### src/hdl/shp_defines.svh
// serial host port constants: register offsets, fields, resets, timing
// assumes a 100 MHz system clock
`ifndef SHP_DEFINES_SVH
`define SHP_DEFINES_SVH

// ------------------------------------------------------------
// register offsets (byte addresses, one word each)
// ------------------------------------------------------------
`define SHP_ADDR_MAIN_DATA 8'h00
`define SHP_ADDR_MAIN_STAT 8'h04
`define SHP_ADDR_AUX_DATA  8'h08
`define SHP_ADDR_AUX_STAT  8'h0C
`define SHP_ADDR_AUX_CFG   8'h10
`define SHP_ADDR_AUX_SAVED 8'h14
`define SHP_ADDR_CMD       8'h18

// ------------------------------------------------------------
// aux config fields and commands
// ------------------------------------------------------------
`define SHP_CFG_BAUD_LSB   0
`define SHP_CFG_HSHK_BIT   2
`define SHP_CFG_MODE_BIT   3
`define SHP_CFG_ECHO_BIT   4
`define SHP_CFG_RESET      5'h00
`define SHP_CMD_APPLY_BIT  0
`define SHP_CMD_SAVE_BIT   1

// ------------------------------------------------------------
// timing: clock rate and bit periods in cycles
// ------------------------------------------------------------
`define SHP_CLK_HZ         100000000
`define SHP_DIV_9600       (`SHP_CLK_HZ / 9600)
`define SHP_DIV_19200      (`SHP_CLK_HZ / 19200)
`define SHP_DIV_38400      (`SHP_CLK_HZ / 38400)
`define SHP_DIV_115200     (`SHP_CLK_HZ / 115200)

`endif

### src/hdl/shp_pkg.sv
// serial host port types
// used by the port and channel modules
package shp_pkg;
	typedef enum logic [1:0] {
		SHP_BAUD_9600,
		SHP_BAUD_19200,
		SHP_BAUD_38400,
		SHP_BAUD_115200
	} shp_baud_e;

	typedef enum logic [1:0] {
		SHP_TX_IDLE,
		SHP_TX_SHIFT
	} shp_tx_state_e;
endpackage

### src/hdl/shp_port.sv
// serial host port: main port with fixed flow control, aux port by config
// assumes register strobes from same-clock logic; all pins asynchronous
//
// Overview of operation
// (RULE_01) characters are start, eight data, stop, no parity, full duplex.
// (RULE_02) main rate from two switches: on/on 9600 ... off/off 115200.
// (RULE_03) main port always paces characters with hardware flow control.
// (RULE_04) main clear-to-send high while receive slot is full.
// (RULE_05) main request-to-send high stops any new character start.
// (RULE_06) aux handshake swaps roles: clear-to-send in, request-to-send out.
// (RULE_07) aux config selects one of four rates and handshake on or off.
// (RULE_08) aux mode field picks one of two aux port functions.
// (RULE_09) aux echo retransmits received characters, only with mode zero.
// (RULE_10) save command stores aux config; it is restored afterwards. The code never copies it back: reset loads 5'h00 and clears the copy.
// (RULE_11) general-port aux transmits message characters on command.
// (RULE_12) aux data pins mirror main port pin roles.
// (RULE_13) line idles at mark; data go least significant bit first.
// (RULE_14) aux without handshake ignores flow input, sends back to back.
`timescale 1ns/100ps
`include "shp_defines.svh"
`default_nettype none

module shp_port (
	input  wire logic        clk_sys_i,
	input  wire logic        rst_i,
	input  wire logic        ce_i,
	// register port
	input  wire logic [7:0]  addr_i,
	input  wire logic [31:0] wdata_i,
	input  wire logic        wr_i,
	input  wire logic        rd_i,
	output logic [31:0]      rdata_o,
	// front panel rate switches, high = on
	input  wire logic        sw_rate_a_i,
	input  wire logic        sw_rate_b_i,
	// main port pins
	output logic             main_txd_o,
	input  wire logic        main_rxd_i,
	input  wire logic        main_rts_i,
	output logic             main_cts_o,
	// aux port pins
	input  wire logic        aux_rxd_i,
	output logic             aux_txd_o,
	input  wire logic        aux_cts_i,
	output logic             aux_rts_o
);
	typedef struct packed {
		logic [4:0]  cfg;
		logic [4:0]  saved;
		logic [4:0]  pend;
		logic [7:0]  mtx_data;
		logic        mtx_pend;
		logic [7:0]  atx_data;
		logic        atx_pend;
		logic        echo_pend;
		logic [7:0]  echo_data;
		logic [31:0] rdata;
		logic [1:0]  s_a;
		logic [1:0]  s_b;
		logic [1:0]  s_mrx;
		logic [1:0]  s_mrts;
		logic [1:0]  s_arx;
		logic [1:0]  s_acts;
	} shp_port_s;

	shp_port_s st_reg;
	shp_port_s st_next;

	logic        m_busy;
	logic        m_rv;
	logic [7:0]  m_rd;
	logic        m_ferr;
	logic        a_busy;
	logic        a_rv;
	logic [7:0]  a_rd;
	logic        a_ferr;
	logic        m_go;
	logic        a_go;
	logic [7:0]  a_txd;
	logic        m_take;
	logic        a_take;
	logic [13:0] m_div;
	logic [13:0] a_div;
	logic        a_hshk;
	logic        a_mode;
	logic        a_echo;
	logic        m_ok;
	logic        a_ok;

	// ------------------------------------------------------------
	// rate selection
	// ------------------------------------------------------------
	function automatic logic [13:0] shp_div(input shp_pkg::shp_baud_e b);
		case (b)
			shp_pkg::SHP_BAUD_9600:  shp_div = 14'(`SHP_DIV_9600);
			shp_pkg::SHP_BAUD_19200: shp_div = 14'(`SHP_DIV_19200);
			shp_pkg::SHP_BAUD_38400: shp_div = 14'(`SHP_DIV_38400);
			default:                 shp_div = 14'(`SHP_DIV_115200);
		endcase
	endfunction

	// switch on/on = 9600, on/off = 19200, off/on = 38400, off/off = 115200
	assign m_div  = shp_div(shp_pkg::shp_baud_e'({~st_reg.s_a[1], ~st_reg.s_b[1]})); // RULE_02
	assign a_div  = shp_div(shp_pkg::shp_baud_e'(st_reg.cfg[`SHP_CFG_BAUD_LSB +: 2])); // RULE_07
	assign a_hshk = st_reg.cfg[`SHP_CFG_HSHK_BIT]; // RULE_07
	assign a_mode = st_reg.cfg[`SHP_CFG_MODE_BIT]; // RULE_08
	assign a_echo = st_reg.cfg[`SHP_CFG_ECHO_BIT] && !a_mode; // RULE_09

	// main waits for request-to-send low; aux waits for clear-to-send low when shaking
	assign m_ok  = !st_reg.s_mrts[1]; // RULE_03 RULE_05
	assign a_ok  = !a_hshk || !st_reg.s_acts[1]; // RULE_06 RULE_14
	assign m_go  = st_reg.mtx_pend && !m_busy && m_ok;
	assign a_go  = (st_reg.echo_pend || st_reg.atx_pend) && !a_busy && a_ok;
	assign a_txd = st_reg.echo_pend ? st_reg.echo_data : st_reg.atx_data;
	assign m_take = rd_i && (addr_i == `SHP_ADDR_MAIN_DATA);
	assign a_take = (rd_i && (addr_i == `SHP_ADDR_AUX_DATA)) || (a_echo && a_rv && !st_reg.echo_pend);

	// ------------------------------------------------------------
	// register access, pending characters, synchronisers
	// ------------------------------------------------------------
	always_comb begin
		st_next = st_reg;
		st_next.s_a    = {st_reg.s_a[0], sw_rate_a_i};
		st_next.s_b    = {st_reg.s_b[0], sw_rate_b_i};
		st_next.s_mrx  = {st_reg.s_mrx[0], main_rxd_i};
		st_next.s_mrts = {st_reg.s_mrts[0], main_rts_i};
		st_next.s_arx  = {st_reg.s_arx[0], aux_rxd_i}; // RULE_12
		st_next.s_acts = {st_reg.s_acts[0], aux_cts_i};
		if (m_go)
			st_next.mtx_pend = 1'b0;
		if (a_go && st_reg.echo_pend)
			st_next.echo_pend = 1'b0;
		else if (a_go)
			st_next.atx_pend = 1'b0;
		// echo captures the held character in the general mode only
		if (a_echo && a_rv && !st_reg.echo_pend) begin
			st_next.echo_pend = 1'b1; // RULE_09
			st_next.echo_data = a_rd;
		end
		st_next.rdata = 32'h0000_0000;
		if (wr_i) begin
			if (addr_i == `SHP_ADDR_MAIN_DATA) begin
				st_next.mtx_data = wdata_i[7:0];
				st_next.mtx_pend = 1'b1;
			end else if (addr_i == `SHP_ADDR_AUX_DATA) begin
				st_next.atx_data = wdata_i[7:0]; // RULE_11
				st_next.atx_pend = 1'b1;
			end else if (addr_i == `SHP_ADDR_AUX_CFG) begin
				st_next.pend = wdata_i[4:0];
			end else if (addr_i == `SHP_ADDR_CMD) begin
				if (wdata_i[`SHP_CMD_APPLY_BIT])
					st_next.cfg = st_reg.pend; // RULE_07 RULE_08
				if (wdata_i[`SHP_CMD_SAVE_BIT])
					st_next.saved = st_reg.cfg; // RULE_10
			end
		end else if (rd_i) begin
			if (addr_i == `SHP_ADDR_MAIN_DATA)
				st_next.rdata = {24'h000000, m_rd};
			else if (addr_i == `SHP_ADDR_MAIN_STAT)
				st_next.rdata = {28'h0, m_ferr, st_reg.mtx_pend, m_busy, m_rv};
			else if (addr_i == `SHP_ADDR_AUX_DATA)
				st_next.rdata = {24'h000000, a_rd};
			else if (addr_i == `SHP_ADDR_AUX_STAT)
				st_next.rdata = {28'h0, a_ferr, st_reg.atx_pend, a_busy, a_rv};
			else if (addr_i == `SHP_ADDR_AUX_CFG)
				st_next.rdata = {27'h0, st_reg.cfg};
			else if (addr_i == `SHP_ADDR_AUX_SAVED)
				st_next.rdata = {27'h0, st_reg.saved};
		end
	end

	// ------------------------------------------------------------
	// state register; reset loads SHP_CFG_RESET as active config and clears the saved copy
	// ------------------------------------------------------------
	always_ff @(posedge clk_sys_i or posedge rst_i) begin
		if (rst_i) begin
			st_reg        <= '0;
			st_reg.cfg    <= `SHP_CFG_RESET;
			st_reg.s_mrx  <= 2'b11;
			st_reg.s_arx  <= 2'b11;
			st_reg.s_mrts <= 2'b11;
			st_reg.s_acts <= 2'b11;
		end else if (ce_i) begin
			st_reg <= st_next;
		end
	end

	// ------------------------------------------------------------
	// the two channels
	// ------------------------------------------------------------
	shp_channel u_main (
		.clk_sys_i      (clk_sys_i),
		.rst_i          (rst_i),
		.ce_i           (ce_i),
		.div_i          (m_div),
		.rx_i           (st_reg.s_mrx[1]),
		.tx_o           (main_txd_o),
		.tx_go_i        (m_go),
		.tx_data_i      (st_reg.mtx_data),
		.tx_busy_o      (m_busy),
		.rx_valid_o     (m_rv),
		.rx_data_o      (m_rd),
		.rx_take_i      (m_take),
		.rx_frame_err_o (m_ferr)
	);

	shp_channel u_aux (
		.clk_sys_i      (clk_sys_i),
		.rst_i          (rst_i),
		.ce_i           (ce_i),
		.div_i          (a_div),
		.rx_i           (st_reg.s_arx[1]),
		.tx_o           (aux_txd_o),
		.tx_go_i        (a_go),
		.tx_data_i      (a_txd),
		.tx_busy_o      (a_busy),
		.rx_valid_o     (a_rv),
		.rx_data_o      (a_rd),
		.rx_take_i      (a_take),
		.rx_frame_err_o (a_ferr)
	);

	// not ready while the held character is unread
	assign main_cts_o = m_rv; // RULE_04
	assign aux_rts_o  = a_hshk ? a_rv : 1'b0; // RULE_06
	assign rdata_o    = st_reg.rdata;

	// no new main character while request-to-send held high
	property p_main_inhibit;
		@(posedge clk_sys_i) disable iff (rst_i)
		(ce_i && st_reg.s_mrts[1] && !m_busy) |=> main_txd_o;
	endproperty
	a_main_inhibit: assert property (p_main_inhibit) else $error("main started under inhibit"); // RULE_05

	// clear-to-send stays up until the held character is read
	property p_main_cts;
		@(posedge clk_sys_i) disable iff (rst_i)
		(ce_i && main_cts_o && !m_take) |=> main_cts_o;
	endproperty
	a_main_cts: assert property (p_main_cts) else $error("cts wrong"); // RULE_04

	// aux flow input obeyed only with handshake
	property p_aux_hshk;
		@(posedge clk_sys_i) disable iff (rst_i)
		(ce_i && a_hshk && st_reg.s_acts[1] && !a_busy) |=> aux_txd_o;
	endproperty
	a_aux_hshk: assert property (p_aux_hshk) else $error("aux sent against flow"); // RULE_06

	// without handshake a pending aux character goes at once
	property p_aux_free;
		@(posedge clk_sys_i) disable iff (rst_i)
		(ce_i && !a_hshk && st_reg.atx_pend && !a_busy) |=> !aux_txd_o;
	endproperty
	a_aux_free: assert property (p_aux_free) else $error("aux stalled without handshake"); // RULE_14

	// echo never armed in the second mode
	property p_echo_mode;
		@(posedge clk_sys_i) disable iff (rst_i)
		(ce_i && a_mode && !st_reg.echo_pend) |=> !st_reg.echo_pend;
	endproperty
	a_echo_mode: assert property (p_echo_mode) else $error("echo in wrong mode"); // RULE_09

	// save copies active config
	property p_save;
		@(posedge clk_sys_i) disable iff (rst_i)
		(ce_i && wr_i && addr_i == `SHP_ADDR_CMD && wdata_i[`SHP_CMD_SAVE_BIT]
			&& !wdata_i[`SHP_CMD_APPLY_BIT]) |=> (st_reg.saved == $past(st_reg.cfg));
	endproperty
	a_save: assert property (p_save) else $error("save lost"); // RULE_10

	// saved copy only moves on a save command
	property p_save_keep;
		@(posedge clk_sys_i) disable iff (rst_i)
		(ce_i && !(wr_i && addr_i == `SHP_ADDR_CMD && wdata_i[`SHP_CMD_SAVE_BIT]))
			|=> $stable(st_reg.saved);
	endproperty
	a_save_keep: assert property (p_save_keep) else $error("saved config moved"); // RULE_10

	// apply makes the pending config the active one
	property p_cfg_apply;
		@(posedge clk_sys_i) disable iff (rst_i)
		(ce_i && wr_i && addr_i == `SHP_ADDR_CMD && wdata_i[`SHP_CMD_APPLY_BIT])
			|=> (st_reg.cfg == $past(st_reg.pend));
	endproperty
	a_cfg_apply: assert property (p_cfg_apply) else $error("config not applied"); // RULE_07

	// an aux data write queues a message character
	property p_aux_queue;
		@(posedge clk_sys_i) disable iff (rst_i)
		(ce_i && wr_i && addr_i == `SHP_ADDR_AUX_DATA) |=> st_reg.atx_pend;
	endproperty
	a_aux_queue: assert property (p_aux_queue) else $error("aux char not queued"); // RULE_11

	// a queued main character starts at once when not inhibited
	property p_main_start;
		@(posedge clk_sys_i) disable iff (rst_i)
		(ce_i && st_reg.mtx_pend && !m_busy && !st_reg.s_mrts[1]) |=> !main_txd_o;
	endproperty
	a_main_start: assert property (p_main_start) else $error("main start late"); // RULE_03

	// with echo live a received aux character is taken for retransmit
	property p_echo_arm;
		@(posedge clk_sys_i) disable iff (rst_i)
		(ce_i && a_echo && a_rv && !st_reg.echo_pend) |=> st_reg.echo_pend;
	endproperty
	a_echo_arm: assert property (p_echo_arm) else $error("echo not armed"); // RULE_09
endmodule // shp_port

`default_nettype wire

### src/hdl/shp_channel.sv
// one full-duplex 8N1 serial channel with a one-character rx holding slot
// assumes rx_i already synchronised; bit period given in clock cycles
`timescale 1ns/100ps
`include "shp_defines.svh"
`default_nettype none

module shp_channel (
	input  wire logic        clk_sys_i,
	input  wire logic        rst_i,
	input  wire logic        ce_i,
	input  wire logic [13:0] div_i,
	input  wire logic        rx_i,
	output logic             tx_o,
	input  wire logic        tx_go_i,
	input  wire logic [7:0]  tx_data_i,
	output logic             tx_busy_o,
	output logic             rx_valid_o,
	output logic [7:0]       rx_data_o,
	input  wire logic        rx_take_i,
	output logic             rx_frame_err_o
);
	typedef struct packed {
		shp_pkg::shp_tx_state_e tx_st;
		logic [13:0]            tx_cnt;
		logic [3:0]             tx_bit;
		logic [9:0]             tx_sh;
		logic                   tx;
		logic                   rx_act;
		logic [13:0]            rx_cnt;
		logic [3:0]             rx_bit;
		logic [7:0]             rx_sh;
		logic                   rx_valid;
		logic [7:0]             rx_data;
		logic                   ferr;
	} shp_ch_s;

	shp_ch_s st_reg;
	shp_ch_s st_next;

	// ------------------------------------------------------------
	// transmit and receive sequencing
	// ------------------------------------------------------------
	always_comb begin
		st_next = st_reg;
		case (st_reg.tx_st)
			shp_pkg::SHP_TX_IDLE: begin
				st_next.tx = 1'b1; // RULE_13
				if (tx_go_i) begin
					// start, data lsb first, stop
					st_next.tx_sh  = {1'b1, tx_data_i, 1'b0}; // RULE_01 RULE_13
					st_next.tx_bit = 4'h0;
					st_next.tx_cnt = div_i;
					st_next.tx     = 1'b0;
					st_next.tx_st  = shp_pkg::SHP_TX_SHIFT;
				end
			end
			default: begin
				if (st_reg.tx_cnt <= 14'h0001) begin
					st_next.tx_cnt = div_i;
					if (st_reg.tx_bit == 4'h9) begin
						st_next.tx    = 1'b1;
						st_next.tx_st = shp_pkg::SHP_TX_IDLE;
					end else begin
						st_next.tx_bit = st_reg.tx_bit + 4'h1;
						st_next.tx     = st_reg.tx_sh[st_reg.tx_bit + 4'h1];
					end
				end else begin
					st_next.tx_cnt = st_reg.tx_cnt - 14'h0001;
				end
			end
		endcase
		// reader takes the held character; a new arrival wins over the take
		if (rx_take_i)
			st_next.rx_valid = 1'b0;
		if (!st_reg.rx_act) begin
			if (!rx_i) begin
				st_next.rx_act = 1'b1;
				st_next.rx_bit = 4'h0;
				st_next.rx_cnt = {1'b0, div_i[13:1]}; // sample mid-bit
			end
		end else if (st_reg.rx_cnt <= 14'h0001) begin
			st_next.rx_cnt = div_i;
			if (st_reg.rx_bit == 4'h0 && rx_i) begin
				st_next.rx_act = 1'b0; // glitch, not a start bit
			end else if (st_reg.rx_bit == 4'h9) begin
				st_next.rx_act   = 1'b0;
				st_next.rx_data  = st_reg.rx_sh;
				st_next.rx_valid = 1'b1; // RULE_01
				st_next.ferr     = !rx_i;
			end else begin
				if (st_reg.rx_bit != 4'h0)
					st_next.rx_sh = {rx_i, st_reg.rx_sh[7:1]}; // RULE_13
				st_next.rx_bit = st_reg.rx_bit + 4'h1;
			end
		end else begin
			st_next.rx_cnt = st_reg.rx_cnt - 14'h0001;
		end
	end

	// ------------------------------------------------------------
	// state register
	// ------------------------------------------------------------
	always_ff @(posedge clk_sys_i or posedge rst_i) begin
		if (rst_i) begin
			st_reg       <= '0;
			st_reg.tx    <= 1'b1;
			st_reg.tx_st <= shp_pkg::SHP_TX_IDLE;
		end else if (ce_i) begin
			st_reg <= st_next;
		end
	end

	assign tx_o           = st_reg.tx;
	assign tx_busy_o      = (st_reg.tx_st != shp_pkg::SHP_TX_IDLE);
	assign rx_valid_o     = st_reg.rx_valid;
	assign rx_data_o      = st_reg.rx_data;
	assign rx_frame_err_o = st_reg.ferr;

	// line returns to mark after a character
	property p_tx_idle_mark;
		@(posedge clk_sys_i) disable iff (rst_i)
		!tx_busy_o |-> tx_o;
	endproperty
	a_tx_idle_mark: assert property (p_tx_idle_mark) else $error("tx not at mark when idle"); // RULE_13

	// start bit follows a go in idle
	property p_tx_start;
		@(posedge clk_sys_i) disable iff (rst_i)
		(ce_i && !tx_busy_o && tx_go_i) |=> (!tx_o && tx_busy_o);
	endproperty
	a_tx_start: assert property (p_tx_start) else $error("start bit missing"); // RULE_01
endmodule // shp_channel

`default_nettype wire

### config.mk
export PLATFORM = sky130hd
export DESIGN_NAME = shp_port
export DESIGN_NICKNAME = d
export VERILOG_FILES = /design/src/hdl/shp_pkg.sv /design/src/hdl/shp_port.sv /design/src/hdl/shp_channel.sv
export VERILOG_INCLUDE_DIRS = /design/src /design/src/hdl
export SDC_FILE = /design/constraint.sdc
export NUM_CORES = 1
export LEC_CHECK = 0
export ABC_AREA = 1
export BUFFER_PORTS_ARGS = -buffer_cell sky130_fd_sc_hd__buf_4
export CAP_MARGIN = 5
export CORE_ASPECT_RATIO = 1.25
export CORE_UTILIZATION = 45
export DETAILED_ROUTE_END_ITERATION = 10
export HOLD_SLACK_MARGIN = 0.15
export MAX_ROUTING_LAYER = met4
export SLEW_MARGIN = 15
export SYNTH_ARGS = -nofsm -noshare
export SYNTH_HDL_FRONTEND = slang
export SYNTH_HIERARCHICAL = 1
export SYNTH_SLANG_ARGS = --single-unit
### constraint.sdc
create_clock -name clk_sys_i -period 5.9 [get_ports clk_sys_i]
set_input_delay 0.885 -clock clk_sys_i [delete_from_list [all_inputs] [get_ports clk_sys_i]]
set_output_delay 0.885 -clock clk_sys_i [all_outputs]
set_load 0.01 [all_outputs]
After elaboration in Yosys (flattened, before gate mapping)
Index checks and enable logic that the tools add are counted.
{"block": "totals", "ff_bits": 220, "output_inout_bits": 36, "elab_cells": 225, "inputBits": 51}
{"block": "op_classes", "bitwise": 9, "n_mux": 71, "order_cmp": 6, "n_reduce_logical": 65, "add_sub_neg": 8, "eq_ne": 26}
{"op": "$mux W22", "count": 4}
{"op": "$pmux W14 S3", "count": 2}
{"op": "$mux W19", "count": 4}
{"op": "$mux W8", "count": 8}
{"op": "$mux W31", "count": 2}
{"op": "$le A14 B1 Y1 const B", "count": 4}
{"op": "$mux W14", "count": 4}
{"op": "$sub A14 B1 Y14 const B", "count": 4}
{"op": "$mux W10", "count": 5}
{"op": "$mux W20", "count": 2}
{"op": "$mux W9", "count": 3}
{"op": "$reduce_and A5 Y1", "count": 5}
{"op": "$eq A8 B5 Y1 const B", "count": 3}
{"op": "$mux W12", "count": 2}
{"op": "$mux W1", "count": 22}
{"op": "$ne A2 B2 Y1 const B", "count": 10}
{"op": "$reduce_and A4 Y1", "count": 5}
{"op": "$add A4 B1 Y4 const B", "count": 4}
{"op": "$eq A4 B4 Y1 const B", "count": 4}
{"op": "$eq A8 B4 Y1 const B", "count": 2}
{"op": "$mux W4", "count": 4}
{"op": "$reduce_and A2 Y1", "count": 8}
{"op": "$mux W5", "count": 3}
{"op": "$reduce_and A7 Y1", "count": 2}
{"op": "18 further kinds", "count": 69}

Longest topological paths before layout
Gate-level depths: netlist of the first run.
{"block": "logic_depth", "depth_word": 10, "depth_mapped": 11, "mapped_depth_nobuf": 11}

By module
The synthesis of the first run kept the hierarchy.
{"module": "shp_channel (u_main)", "seq_area_each_um2": 1652.8, "cells_each": 602, "area_each_um2": 4366.7, "instances": 1}
{"module": "shp_channel (u_aux)", "seq_area_each_um2": 1652.8, "cells_each": 615, "area_each_um2": 4347.9, "instances": 1}
{"module": "shp_port", "seq_area_each_um2": 1561.5, "cells_each": 426, "area_each_um2": 3435.8, "instances": 1}

Worst setup path before layout of the first run
OpenSTA, ideal clock, no wires.
{"block": "synth_path", "path_kind": "reg2reg", "start": "reg, netlist name st_reg[52]", "end": "reg u_aux/st_reg[63] (netlist bit)", "slack_ns": 3.968, "synth_period_minus_slack_ns": 1.932, "arrival_ns": 1.855, "stages_incl_launch_ff": 9, "required_time_ns": 5.823, "path_cell_list": "dfrtp_1 > clkbuf_1 > clkinv_1 > a21oi_1 > inv_1 > nor2_1 > clkbuf_1 > a21oi_1 > a21oi_1"}
{"element": "end signal, assigned", "line_no": "shp_channel.sv:109", "source": "st_reg <= st_next;"}
{"element": "end, declared", "line_no": "shp_channel.sv:37", "source": "shp_ch_s st_reg;"}

Worst setup path after layout of the first run
{"block": "layout_path", "start": "reg u_aux/st_reg[66] (netlist bit)", "end": "reg u_aux/st_reg[45] (netlist bit)"}
{"block": "layout_via", "elab_chain_len": 5, "word_cells_on_any_way": 6, "classes_between": "reduce/logical: 6"}
{"element": "$reduce_bool A2 Y1", "line_no": "shp_channel.sv:114", "source": "assign tx_busy_o = (st_reg.tx_st != shp_pkg::SHP_TX_IDLE);"}
{"element": "$logic_not A1 Y1", "line_no": "shp_port.sv:113", "source": "assign a_go = (st_reg.echo_pend || st_reg.atx_pend) && !a_busy && a_ok;"}
{"element": "$logic_and A1 B1 Y1 (2 in series)", "line_no": "shp_port.sv:113"}
{"element": "via a_go", "line_no": "shp_port.sv:78", "source": "logic a_go;"}
{"element": "$reduce_and A3 Y1 (no source line)"}
The timed path passes the listed nets, and every way through them passes these cells.
A chain may end at the register's enable or synchronous reset.

==> results of run 1 <==
[metal layers]
metal  GRT usage [%]  vias to the layer above  routed length, um  share of wire (%)
met5               -                        -                  0                  0
met4            7.27                        0                531                1.9
met3            3.11                       35                893                3.1
met2            37.8                      166              14100                 49
met1            28.2                     4709              13100                 46
li1                -                     5168                  -                  -
[stage by stage]
stage | worst slack [ps] | utilization (%)
after floorplan | 3360 | -
after global placement | 2480 | 47.3
after detailed placement | 2490 | 47.3
after CTS | 2470 | 49.5
after global routing | 2040 | 49.5
final | 2510 | 49.5
[layout by cell type (no fill, tap or decap), drive strengths merged, types with 4 or more instances in the layout]
cell type,synthesis,layout
dfstp,10,10
dfrtp,184,184
inv,184,188
buf,76,42
clkinvlp,0,4
nand2,509,509
xor2,12,12
o21ai,130,130
a21oi,102,102
nor3,9,9
or2,6,6
o211ai,6,6
xnor2,6,6
conb,1,38
clkinv,4,8
clkbuf,13,19
nor2,176,176
nand3,137,137
mux2,10,10
nand4,13,13
a31oi,4,4
nand3b,11,11
ha,28,28
[synth_stat cells, types with 2 or more instances]
cell	n	share of area, %
o211ai_1	6	0.37
o22ai_1	2	0.10
nand2_1	488	15
inv_2	8	0.25
inv_1	176	5.4
nor3_1	7	0.29
nor2_4	11	1.0
ha_1	28	2.9
dfstp_2	10	2.2
nand4_1	13	0.67
nand3_4	4	0.58
nor2_2	13	0.67
o21ai_0	77	3.2
buf_4	51	3.2
a31oi_1	4	0.21
or2_2	4	0.21
a21oi_2	2	0.14
dfrtp_1	184	38
nand2_2	9	0.46
nand3b_1	11	0.68
nand2_4	12	1.1
xor2_1	12	0.86
or2_0	2	0.10
nor2_1	150	4.6
buf_2	16	0.66
a21oi_4	2	0.27
clkbuf_1	13	0.40
buf_6	8	0.74
nand3_1	128	5.3
o21ai_2	37	2.7
mux2_2	10	0.93
nand3_2	5	0.41
a21oi_1	98	4.0
a22o_1	3	0.22
o21bai_1	3	0.19
nor2_8	2	0.33
o21ai_1	16	0.66
clkinv_1	3	0.093
and3_1	3	0.15
xnor2_1	6	0.43
[worst max path at each step]
| stage | start | endpoint | slack, ps | depth (start not counted) |
|---|---|---|---|---|
| 2_1_floorplan | rst_i | u_aux/rx_data_o[0] | 3360 | 1 |
| 3_3_place_gp | u_aux/st_reg[66] | u_aux/st_reg[41] | 2480 | 10 |
| 3_5_place_dp | u_aux/st_reg[66] | u_aux/st_reg[45] | 2490 | 10 |
| 4_1_cts | u_aux/st_reg[66] | u_aux/st_reg[45] | 2470 | 10 |
| 5_1_grt | u_aux/st_reg[66] | u_aux/st_reg[45] | 2040 | 10 |
| 6_report | u_aux/st_reg[66] | u_aux/st_reg[45] | 2510 | 10 |
[worst max-delay path: cells and delay by family, from the launching register on]
kind,cells,cell delay (ps)
AOI/OAI and AO/OA,1,140
buffers and inverters,4,750
DFF,1,680
and+or+nand+nor,5,1710
[cell type report]
cell class	count	area, um2	share of cell area, %
multi-input cells	1209	6110	47.0
flip-flops and latches	194	4870	37.5
inverters	188	711	5.47
clock buffers	19	433	3.33
well taps	340	425	3.28
repair buffers	42	315	2.43
clock inverters	13	129	0.992
[cell families after synthesis]
| logic type | after synthesis | share of synthesized area [%] |
|---|---|---|
| compound gates | 250 | 12.0 |
| simple gates | 865 | 31.9 |
| mux | 10 | 0.927 |
| buf+inv | 277 | 10.8 |
| flops | 194 | 40.1 |
| other cells | 1 | 0.0309 |
| fa+ha+maj | 28 | 2.88 |
| xor+xnor | 18 | 1.30 |
[power by group]
group          switching [mW]  internal (mW)
Combinational           0.631          0.365
Clock                   0.540          0.590
Sequential              0.214           1.51
Total                    1.38           2.46
==> results by stage, run 1 <==
Finish:
- The number of antenna repair diodes is 0.
- The synthesis-to-layout area growth is 6.88%.
- The layout has 2608 filler cells.
- At the end of the flow, the number of nets in the layout was 1731.
- Summing all non-filler instances in the final layout gives an area of 13000 um2.
- Cells with a size suffix above 1 make up 12.4% of the layout.
- The number of non-filler instances in the completed layout is 2005.

Clocking:
- The tree is rooted in a clkbuf_16.
- The clock edge transition at the registers on the reported setup and hold paths is 70 ps.
- TritonCTS built the clock tree.
- The number of buffers between clock root and the deepest sink is 2.
- In this run the post-CTS setup repair buffer count came out at 0.
- TritonCTS created 17 clock buffers.
- The post-cts hold buffer count is 0.
- The post-cts resize count is 0.
- The H-tree was split into 4 levels.
- The count of clock tree sinks is 194.
- At the later pin of the worst-skew pair, clock insertion delay measures 440 ps.

Synth:
- Synthesis inferred 194 register bits.
- Counting flops with a built-in enable in the synthesized netlist gives 0.
- The mapped netlist covers 12200 um2.
- Counting every instance in the synthesized netlist gives 1643.
- Of the synthesized area, sequential elements account for 40.1%.
- During synthesis, Yosys emitted a total of 6 warnings.
- The main flop type after synthesis is dfrtp_1.
- The synthesized area divided by synthesized cell count is 7.40 um2.
- Of all flip-flops after synthesis, the portion carrying an async set or reset was 100%.
- The count of unique library cells instantiated by Yosys is 46.

Hold path:
- The path class of the tightest hold or removal check is reg2reg.
- The worst hold path passes through 2 cells.
- For hold timing, the worst endpoint is u_main/st_reg[47].
- The startpoint of the worst hold path is u_main/st_reg[47].

Die:
- The starting density of the core is 46.3%.
- The die boundary width is 149 um.
- The die is 186 um tall.
- The die covers 27700 um2.
- The placement row count is 66.
- The floorplan step defined a core boundary enclosing 26300 um2.
- For this design the top-level I/O count stands at 87.

Routing:
- The total via count after detailed routing is 10078.
- In this run the remaining antenna-violating nets after routing total 0.
- The number of vias per cell is 5.03.
- The wire length per cell after detailed routing is 14.3 um.
- Summed over all layers, the routed wires come to 28700 um.
- The pre-antenna-repair detailed-routing pass consisted of 5 iterations.
- The DRC violation count after routing is 0.
- The first routing iteration left 531 violations.

Timing:
- The final period demand of the worst path is 3390 ps.
- Of the available clock period, the critical path in the final layout requires 57.4%.
- Derived from the worst setup path, the maximum achievable clock frequency is 295 MHz.
- The worst clock skew on the final layout is 11.6 ps.
- Setup violations remaining at the end of the flow were counted as 0.
- The final count of hold timing violations is 0.
- Setup repair after global routing left no endpoint under its margin.
- Final hold analysis gives a worst-case slack of 455 ps.
- The relative slew slack is 23.7%.
- In the final timing run, aggregate negative setup slack is 0 ps.
- The slew of the pin with the lowest slew margin is 1140 ps.
- The final max-slew violation count came to 0.

Setup path:
- The classification of the worst setup path is reg2reg.
- The longest individual stage delay on the worst path is 860 ps.
- The kind of capture point of the worst setup path is a flop.
- The dominant cell type by count on the critical path is inv_1.
- The element type at the critical path start is a flop.
- The maximum fanout count along the critical path is 23.
- The critical path goes through inv_1 -> nand2_1 -> a21oi_1 -> inv_1 -> nor2_1 -> inv_1 -> nor2_1 -> inv_1 -> nand2_1 -> nand2_1.
- The worst register-to-register path has a setup slack of 2510 ps.
- The slowest stage of the critical path is the nor2_1 cell.
- The depth of the most critical reg-to-reg path is 10.
- The worst register-to-register path ends at u_aux/st_reg[45].
- The worst register-to-register path begins at u_aux/st_reg[66].
- For the worst setup path, the data required time is 6220 ps.
- The data arrival time at the worst-slack endpoint is 3710 ps.

GRT:
- Global routing consumed, over all layers together, 22.7% of the routing resources.
- The initial antenna violation count is 0.
- Global routing finished with a remaining overflow of 0.
- The wire length of the first global-routing pass is 48300 um.
- The number of global-route vias before repair is 9683.
- Entering global routing, the biggest net connects 67 pins.

Pwr:
- Dividing total power by cell area gives a power density of 296 nW/um2.
- The total chip power is 3.85 mW.
- The static leakage power is 6.56 nW.
- The maximum resistive drop on vdd is 0.000193 V.

Placed design:
- The post-detailed-placement cell area is 12400 um2.
- The total of buffers placed on input and output ports is 38.
- Routability-driven placement finished with a final weighted congestion of 0.882.
- The placed instance count is 1973.
- The final HPWL from detailed placement is 20500 um.

Run:
- The reported max-cap violation count is 0.

Run status:
- The flow ran to the end, and the final reports show no timing, DRC or antenna violations.
(Power assumes the default switching activity.)
==> run 2: changes to the inputs <==
- clock period: 5.9 -> 3.2 ns (I/O delays scaled with it)
==> run 2 against run 1 <==
Hold slack worse by 220 ps. Flip-flop and latch count unchanged. Fmax up 52%. Worst setup slack worse by 1500 ps. Core utilization up 0.68 points. Sequential share of layout area down 0.51 points. Non-clock buffer count up 14. Via count up 0.41%. Final area up 1.4%. Wire length up 0.60%. Largest power group unchanged.
==> results by stage, run 2 (synthesis results as in run 1) <==
Run:
- The reported max-cap violation count came to 0 (unchanged).

Clocking:
- The tree is rooted in a clkbuf_16.
- The TritonCTS clock tree is yes.
- The maximum level of the CTS H-tree is 4 (unchanged).
- The CTS buffer count came to 17 (unchanged).
- The number of buffers between clock root and the deepest sink came to 2 (unchanged).
- The clock insertion delay at the later pin of the skew report came to 450 ps (about the same).
- The clock edge transition at the registers on the reported setup and hold paths is 80 ps (about the same).
- The total setup buffers inserted after CTS is 0 (unchanged).
- The count of clock tree sinks is 194 (unchanged).

Timing:
- The final max-slew violation count is 0 (unchanged).
- The final period demand of the worst path was 2230 ps (-1150 ps).
- The relative slew slack is 57.9% (+34 points).
- Setup repair after global routing left no endpoint under its margin.
- The worst clock skew on the final layout is 11.0 ps (-0.555 ps).
- The maximum achievable frequency is 448 MHz (+52%).
- The final worst hold slack is 233 ps (-222 ps).
- The final worst-path cycle share was 69.8% (+12 points).
- The slew of the pin with the lowest slew margin is 630 ps (-510 ps).
- The final count of hold timing violations is 0 (unchanged).
- The final-report setup violation count is 0 (unchanged).
- The summed negative setup slack over all endpoints is 0 ps (unchanged).

Pwr:
- The power per unit of standard cell area is 556 nW/um2 (+88%).
- The total chip power is 7.32 mW (+90%).
- The maximum resistive drop on vdd is 0.000313 V (+62%).
- The static leakage power came to 6.67 nW (+1.7%).

Routing:
- The DRC violation count after routing is 0 (unchanged).
- The number of vias per cell is 5.01 (-0.29%).
- The detailed router's first-iteration violation count is 448 (-16%).
- The number of nets still failing antenna checks after routing came to 0 (unchanged).
- The wire length per cell after detailed routing was 14.3 um (-0.10%).
- The total iterations of the first detailed-routing run is 5 (unchanged).
- The total via count after detailed routing is 10119 (+0.41%).
- The total wirelength of the detailed-routed design came to 28800 um (+0.60%).

Finish:
- The most common cell after layout, fill and taps aside is nand2_1.
- The number of non-filler instances in the completed layout is 2019 (+0.70%).
- The fraction of final layout cells with drive strength greater than 1 came to 13.2% (+0.79 points).
- The number of antenna repair diodes is 0 (unchanged).
- From synthesis to final layout, the design area changed by 8.35%.
- The count of nets after finishing is 1745 (+0.81%).
- Leaving out fill and tap cells, the most frequent cells in the layout are nand2_1 (488), dfrtp_1 (184), inv_1 (173).
- The final non-filler cell area is 13200 um2 (+1.4%).

GRT:
- The overall track demand over capacity in global routing is 22.9% (+0.21 points).
- The total grt overflow was 0 (unchanged).
- The initial antenna violation count is 0 (unchanged).
- The wire length of the first global-routing pass was 48600 um (+0.60%).
- The maximum number of pins on one net before global-route repair was 42 (-37%).
- The number of global-route vias before repair came to 9782 (+1.0%).

Setup path:
- The maximum fanout count along the critical path is 16 (-30%).
- The kind of capture point of the worst setup path is a flop.
- The data arrival time at the worst-slack endpoint was 2570 ps (-1140 ps).
- The worst setup path startpoint is st_reg[52].
- By startpoint and endpoint, the worst setup path is classified as reg2reg.
- In this run the critical register-to-register path is launched from st_reg[52].
- The element type at the critical path start is a flop.
- The required time of the worst setup path came to 3540 ps (-2680 ps).

Placed design:
- The weighted congestion reported at the end of routability-driven placement is 0.929 (+5.3%).
- The post-detailed-placement cell area is 12500 um2 (+0.89%).
- The total of buffers placed on input and output ports came to 38 (unchanged).
- The final HPWL from detailed placement came to 21200 um (+3.2%).
- The placed instance count is 1986 (+0.66%).

Die:
- The area of the die is 27700 um2 (unchanged).
- The starting density of the core was 46.3% (unchanged).
- The placement row count came to 66 (unchanged).
- The number of top-level pins is 87 (unchanged).
- The die boundary width is 149 um (unchanged).
- The vertical die dimension was 186 um (unchanged).
- The placeable core area is 26300 um2 (unchanged).

Run status:
- The run finished with clean final reports.

Hold path:
- The class of the tightest hold or removal check is in2reg.
- In this run the most critical hold path is launched from main_rxd_i.
==> run 2: changes by cell type in the layout (fill, tap and decap cells not counted) <==
cell           delta
clkinvlp_4        -2
inv_8             +4
buf_12            +1
inv_6             -2
clkbuf_1          -2
buf_4            +12
clkinv_8          +1
clkinv_4          +2
clkinv_2          -2
bufinv_16         +1
dlygate4sd3_1     +1
==> run 2: worst max-delay path, cell delays in order, from the launching register on <==
cell	delay, ps
dfrtp_1	530
clkinv_1	320
a21oi_1	270
inv_1	90
nor2_1	100
buf_4	230
inv_1	80
nor2_1	90
buf_4	170
inv_1	130
nand2_1	90
nand2_1	50
==> run 2: path summary, 6_finish.rpt <==
path                                            to  cells after the start  slack (ps)
worst min register to register   u_main/st_reg[47]                      2         450
worst max register to register    u_aux/st_reg[40]                     11         970
worst max-delay path              u_aux/st_reg[40]                     11         970
worst min-delay path                    st_next[7]                      3         230
min in group asynchronous       u_aux/rx_data_o[7]                      3         630
max in group asynchronous               u_aux/tx_o                      4        1750
==> run 2: layer usage <==
metal  vias to the layer above  part of all wire [%]  GRT usage, %
li1                       5195                     -             -
met2                       154                    49          38.4
met3                        26                   3.3          3.36
met5                         -                     0             -
met1                      4744                    46          28.6
met4                         0                   1.3          6.24
==> run 2: through the flow <==
stage / utilization, % / worst slack (ps)
2_1_floorplan: - / 1070
3_3_place_gp: 47.7 / 1010
3_5_place_dp: 47.7 / 952
4_1_cts: 50.1 / 946
5_1_grt: 50.1 / 658
6_report: 50.1 / 966
==> run 2: cell type report <==
cell class	instances	area, um2
Fill cell	2634	13100
Multi-Input combinational cell	1209	6110
Sequential cell	194	4870
Inverter	188	711
Timing Repair Buffer	56	435
Clock buffer	17	425
Tap cell	340	425
Clock inverter	15	195
==> run 2: power breakdown <==
part           switching, mW  internal, mW  leakage, nW  total (mW)
Combinational           1.23         0.696         3.90        1.93
Sequential             0.342          2.78         2.47        3.12
Clock                   1.07          1.20        0.299        2.27
Total                   2.65          4.67         6.67        7.32
==> run 2: repair_timing <==
item | in CTS | in global routing
hold buffers | 1 | 0
gates resized for setup | 0 | 0
hold endpoints to repair | 18 | 0
==> run 3: changes to the inputs <==
- ABC_AREA: 1 -> 0
- clock period: 3.2 -> 2 ns (I/O delays scaled with it)
==> run 3 against run 2 <==
The run now ends with setup timing left. Area after synthesis decreased by 5.8%. Register-to-register slack worse by 1300 ps. First-iteration DRC count down 24%. Fmax is 3.8% lower. Clock power is 45% higher. Clock skew rose by 0.78 ps. Wire length rose by 5.8%. Non-clock buffer count up 204. Power is 60% higher. Die area is 5.8% lower. Worst setup slack worse by 1300 ps. Combinational power up 96%. Critical path type unchanged. Largest power group unchanged.
==> results by stage, run 3 <==
Synth:
- The instance count of the mapped netlist came to 1113 (-32%).
- The proportion of synthesized chip area in sequential cells is 42.5% (+2.5 points).
- The top cell type's share of synthesized area is 40.2% (+2.3 points).
- By count the netlist is led by dfrtp_1 (184), mux2_2 (70), nand2_1 (65), nor2_1 (65), o21ai_0 (61).
- The count of flip-flops with a built-in enable after synthesis was 0 (unchanged).
- The biggest area contributor in the post-synthesis netlist is dfrtp_1.
- The synthesized area divided by synthesized cell count is 10.3 um2 (+39%).
- The area of the mapped netlist is 11400 um2 (-5.8%).
- The synthesized flop and latch total is 194 (unchanged).
- By area the synthesized netlist is led by dfrtp_1 (40%), mux2_2 (6.9%), mux2_4 (4.3%).
- The main flop type after synthesis is dfrtp_1.
- The count of unique library cells instantiated by Yosys came to 93 (+100%).
- The share of async-settable or async-resettable flops after synthesis is 100% (unchanged).
- The most common cell in the synthesized netlist is dfrtp_1.
- The number of warnings reported in the yosys synthesis log was 6 (unchanged).

Timing:
- The maximum achievable frequency is 431 MHz (-3.8%).
- The final period demand of the worst path is 2320 ps (+87.6 ps).
- The final-report setup violation count is 75 (+75).
- The final count of hold timing violations is 0 (unchanged).
- The final worst-path cycle share is 116% (+46 points).
- The worst clock skew on the final layout is 11.8 ps (+0.783 ps).
- The slew of the pin with the lowest slew margin is 731 ps (+101 ps).
- Setup repair after global routing could not meet its margin everywhere.
- The relative slew slack came to 50.7% (-7.2 points).
- The summed negative setup slack over all endpoints is -12810 ps (-12810 ps).
- The final max-slew violation count is 0 (unchanged).
- The worst-case setup margin in the final layout came to -322 ps (-1290 ps).

Setup path:
- The classification of the worst setup path is reg2reg.
- The worst setup path is captured at a flop.
- The number of buffers and inverters on the critical path is 0 (-6).
- The required time of the worst setup path is 2320 ps (-1220 ps).
- The longest individual stage delay on the worst path is 550 ps (+20 ps).
- Among cell families on the critical path, the largest total delay comes from simple AND/OR/NAND/NOR gates.
- The data arrival time at the worst-slack endpoint is 2640 ps (+70 ps).
- The element type at the critical path start is a flop.
- The slowest library cell on the worst path is or4_4.
- Traced cell by cell, the critical path runs through or4_1 -> or3_4 -> or4_4 -> mux2_4.
- The maximum fanout count along the critical path came to 11 (-5).

Finish:
- The final cell utilization of the core is 60.3% (+10 points).
- The area taken by multi-input logic gates was 6700 um2 (+9.7%).
- The synthesis-to-layout area growth is 30.3%.
- The final-layout fill cell count was 2067 (-22%).
- In the layout the commonest cells are buf_4 (207), dfrtp_1 (184), nand2_1 (62), nor2_1 (62), mux2_4 (59).
- The count of nets after finishing came to 1409 (-19%).
- The number of non-filler instances in the completed layout is 1674 (-17%).
- The area taken by flip-flops and latches is 4870 um2 (unchanged).
- The fraction of final layout cells with drive strength greater than 1 came to 40.1% (+27 points).
- The most common cell after layout, fill and taps aside is buf_4.

GRT:
- The initial antenna violation count is 1 (+1).
- The number of global-route vias before repair is 9482 (-3.1%).
- The total grt overflow is 0 (unchanged).
- The wire length of the first global-routing pass is 49100 um (+0.97%).
- The maximum number of pins on one net before global-route repair is 67 (+60%).
- The overall track demand over capacity in global routing is 25.0% (+2.1 points).

Die:
- The placement row count is 64 (-3.0%).
- The starting density of the core is 46.2% (about the same).
- The number of top-level pins came to 87 (unchanged).
- The vertical die dimension is 180 um (-2.9%).
- The placeable core area is 24700 um2 (-5.8%).
- The area of the die is 26100 um2 (-5.8%).
- The die boundary width is 145 um (-2.9%).

Routing:
- The total via count after detailed routing is 9289 (-8.2%).
- The number of vias per cell is 5.55 (+11%).
- The DRC violation count after routing is 0 (unchanged).
- The total iterations of the first detailed-routing run was 5 (unchanged).
- The number of nets still failing antenna checks after routing is 0 (unchanged).
- The detailed router's first-iteration violation count is 342 (-24%).
- The wire length per cell after detailed routing was 18.2 um (+28%).
- The total wirelength of the detailed-routed design is 30500 um (+5.8%).

Run:
- The reported max-cap violation count is 0 (unchanged).

Clocking:
- The clock edge transition at the registers on the reported setup and hold paths was 80 ps (about the same).
- The root buffer cell is clkbuf_16.
- The maximum level of the CTS H-tree is 4 (unchanged).
- The CTS buffer count is 17 (unchanged).
- The clock insertion delay at the later pin of the skew report is 440 ps (about the same).
- The TritonCTS clock tree is yes.
- The count of clock tree sinks was 194 (unchanged).
- The number of buffers between clock root and the deepest sink is 2 (unchanged).

Pwr:
- The power per unit of standard cell area was 787 nW/um2 (+42%).
- The maximum resistive drop on vdd was 0.000527 V (+68%).
- The net switching fraction of the power is 33.5% (-2.7 points).
- The internal power consumption is 7.81 mW (+67%).
- The combinational power share is 32.2% (+5.9 points).
- The net switching power is 3.93 mW (+49%).
- The portion of total power attributed to sequential cells is 39.8% (-2.9 points).
- The relative contribution of the clock network to total power is 28.0% (-3.0 points).
- The static leakage power is 6.92 nW (+3.7%).

Run status:
- The run finished, with violations left.
- The final reports fail on setup timing.

Placed design:
- The total of buffers placed on input and output ports is 38 (unchanged).
- The placed instance count is 1596 (-20%).
- The weighted congestion reported at the end of routability-driven placement was 0.890 (-4.3%).
- The final HPWL from detailed placement is 21400 um (+1.3%).

Hold path:
- In this run the worst hold path is classified as in2reg.
-- run 3: cell types whose count changed in the layout (fill, tap and decap cells not counted), sizes merged, moves of 20 or more --
cell / before / now
nand2: 509 / 67
mux2: 10 / 112
a21oi: 102 / 52
mux2i: 0 / 20
buf: 55 / 243
nor3: 9 / 36
nand3: 137 / 32
o21ai: 130 / 64
nor2: 176 / 67
inv: 190 / 52
-- run 3: through the flow --
step           worst slack (ps)  hold slack [ps]  total power [mW]  area (um2)
6_report                   -322              232              11.7       14900
5_1_grt                    -351              235              12.4       14900
4_1_cts                    -325              212              11.5       14400
3_5_place_dp               -301              437              7.94       13300
3_3_place_gp               -265              431              7.89       13300
2_1_floorplan              -408              430              6.57       11800
-- run 3: per-layer routing --
| metal | share of wire, % | wire length [um] | global-route usage [%] |
|---|---|---|---|
| met1 | 43 | 13000 | 29.8 |
| met4 | 2.3 | 688 | 8.38 |
| met3 | 3.0 | 930 | 3.83 |
| met2 | 52 | 15900 | 42.5 |
| met5 | 0 | 0 | - |
-- run 3: cell families after synthesis --
family	after synthesis	synth area share, %
simple gates	333	16.5
flops	194	42.5
mux	134	14.2
other cells	1	0.0328
xor+xnor	6	0.459
compound gates	273	16.5
buf+inv	144	6.70
fa+ha+maj	28	3.06
-- run 3: final cells by class --
| cell class | count | area share (%) |
|---|---|---|
| antenna | 1 | 0.0168 |
| clock buffer | 17 | 2.85 |
| clock inverter | 15 | 0.822 |
| inverter | 46 | 1.16 |
| multi-input combinational | 811 | 44.9 |
| sequential | 194 | 32.6 |
| tap | 330 | 2.77 |
| timing repair buffer | 260 | 14.8 |
-- run 3: tightest hold or removal path: stages --
cell     delay (ps)
buf_4           100
nor2b_1          70
nand3_1          80
o21ai_1          70
-- run 3: path summary, 6_finish.rpt --
path,startpoint,endpoint,slack [ps],depth (start not counted)
max,u_aux/st_reg[35],u_aux/rx_data_o[1],-320,4
min,wr_i,rdata_o[4],230,4
max reg2reg,u_aux/st_reg[35],u_aux/rx_data_o[1],-320,4
min reg2reg,u_aux/st_reg[47],u_aux/st_reg[47],470,1
max in group asynchronous,rst_i,st_reg[3],1130,4
min in group asynchronous,rst_i,u_main/st_reg[46],490,4
-- run 3: repair_timing --
action,in CTS,in global routing
setup endpoints to repair,87,112
endpoints found under the hold margin,211,0
setup buffers,14,20
gates resized for setup,64,105
hold buffers,16,0
pin swaps,23,57
cloned,1,0
-- run 3: power groups by stage --
stage	clock, mW	combinational [mW]	sequential [mW]
2_1_floorplan	0	1.84	4.73
3_3_place_gp	0	3.18	4.70
3_5_place_dp	0	3.22	4.72
4_1_cts	3.38	3.48	4.65
5_1_grt	3.54	4.15	4.73
6_report	3.29	3.78	4.67
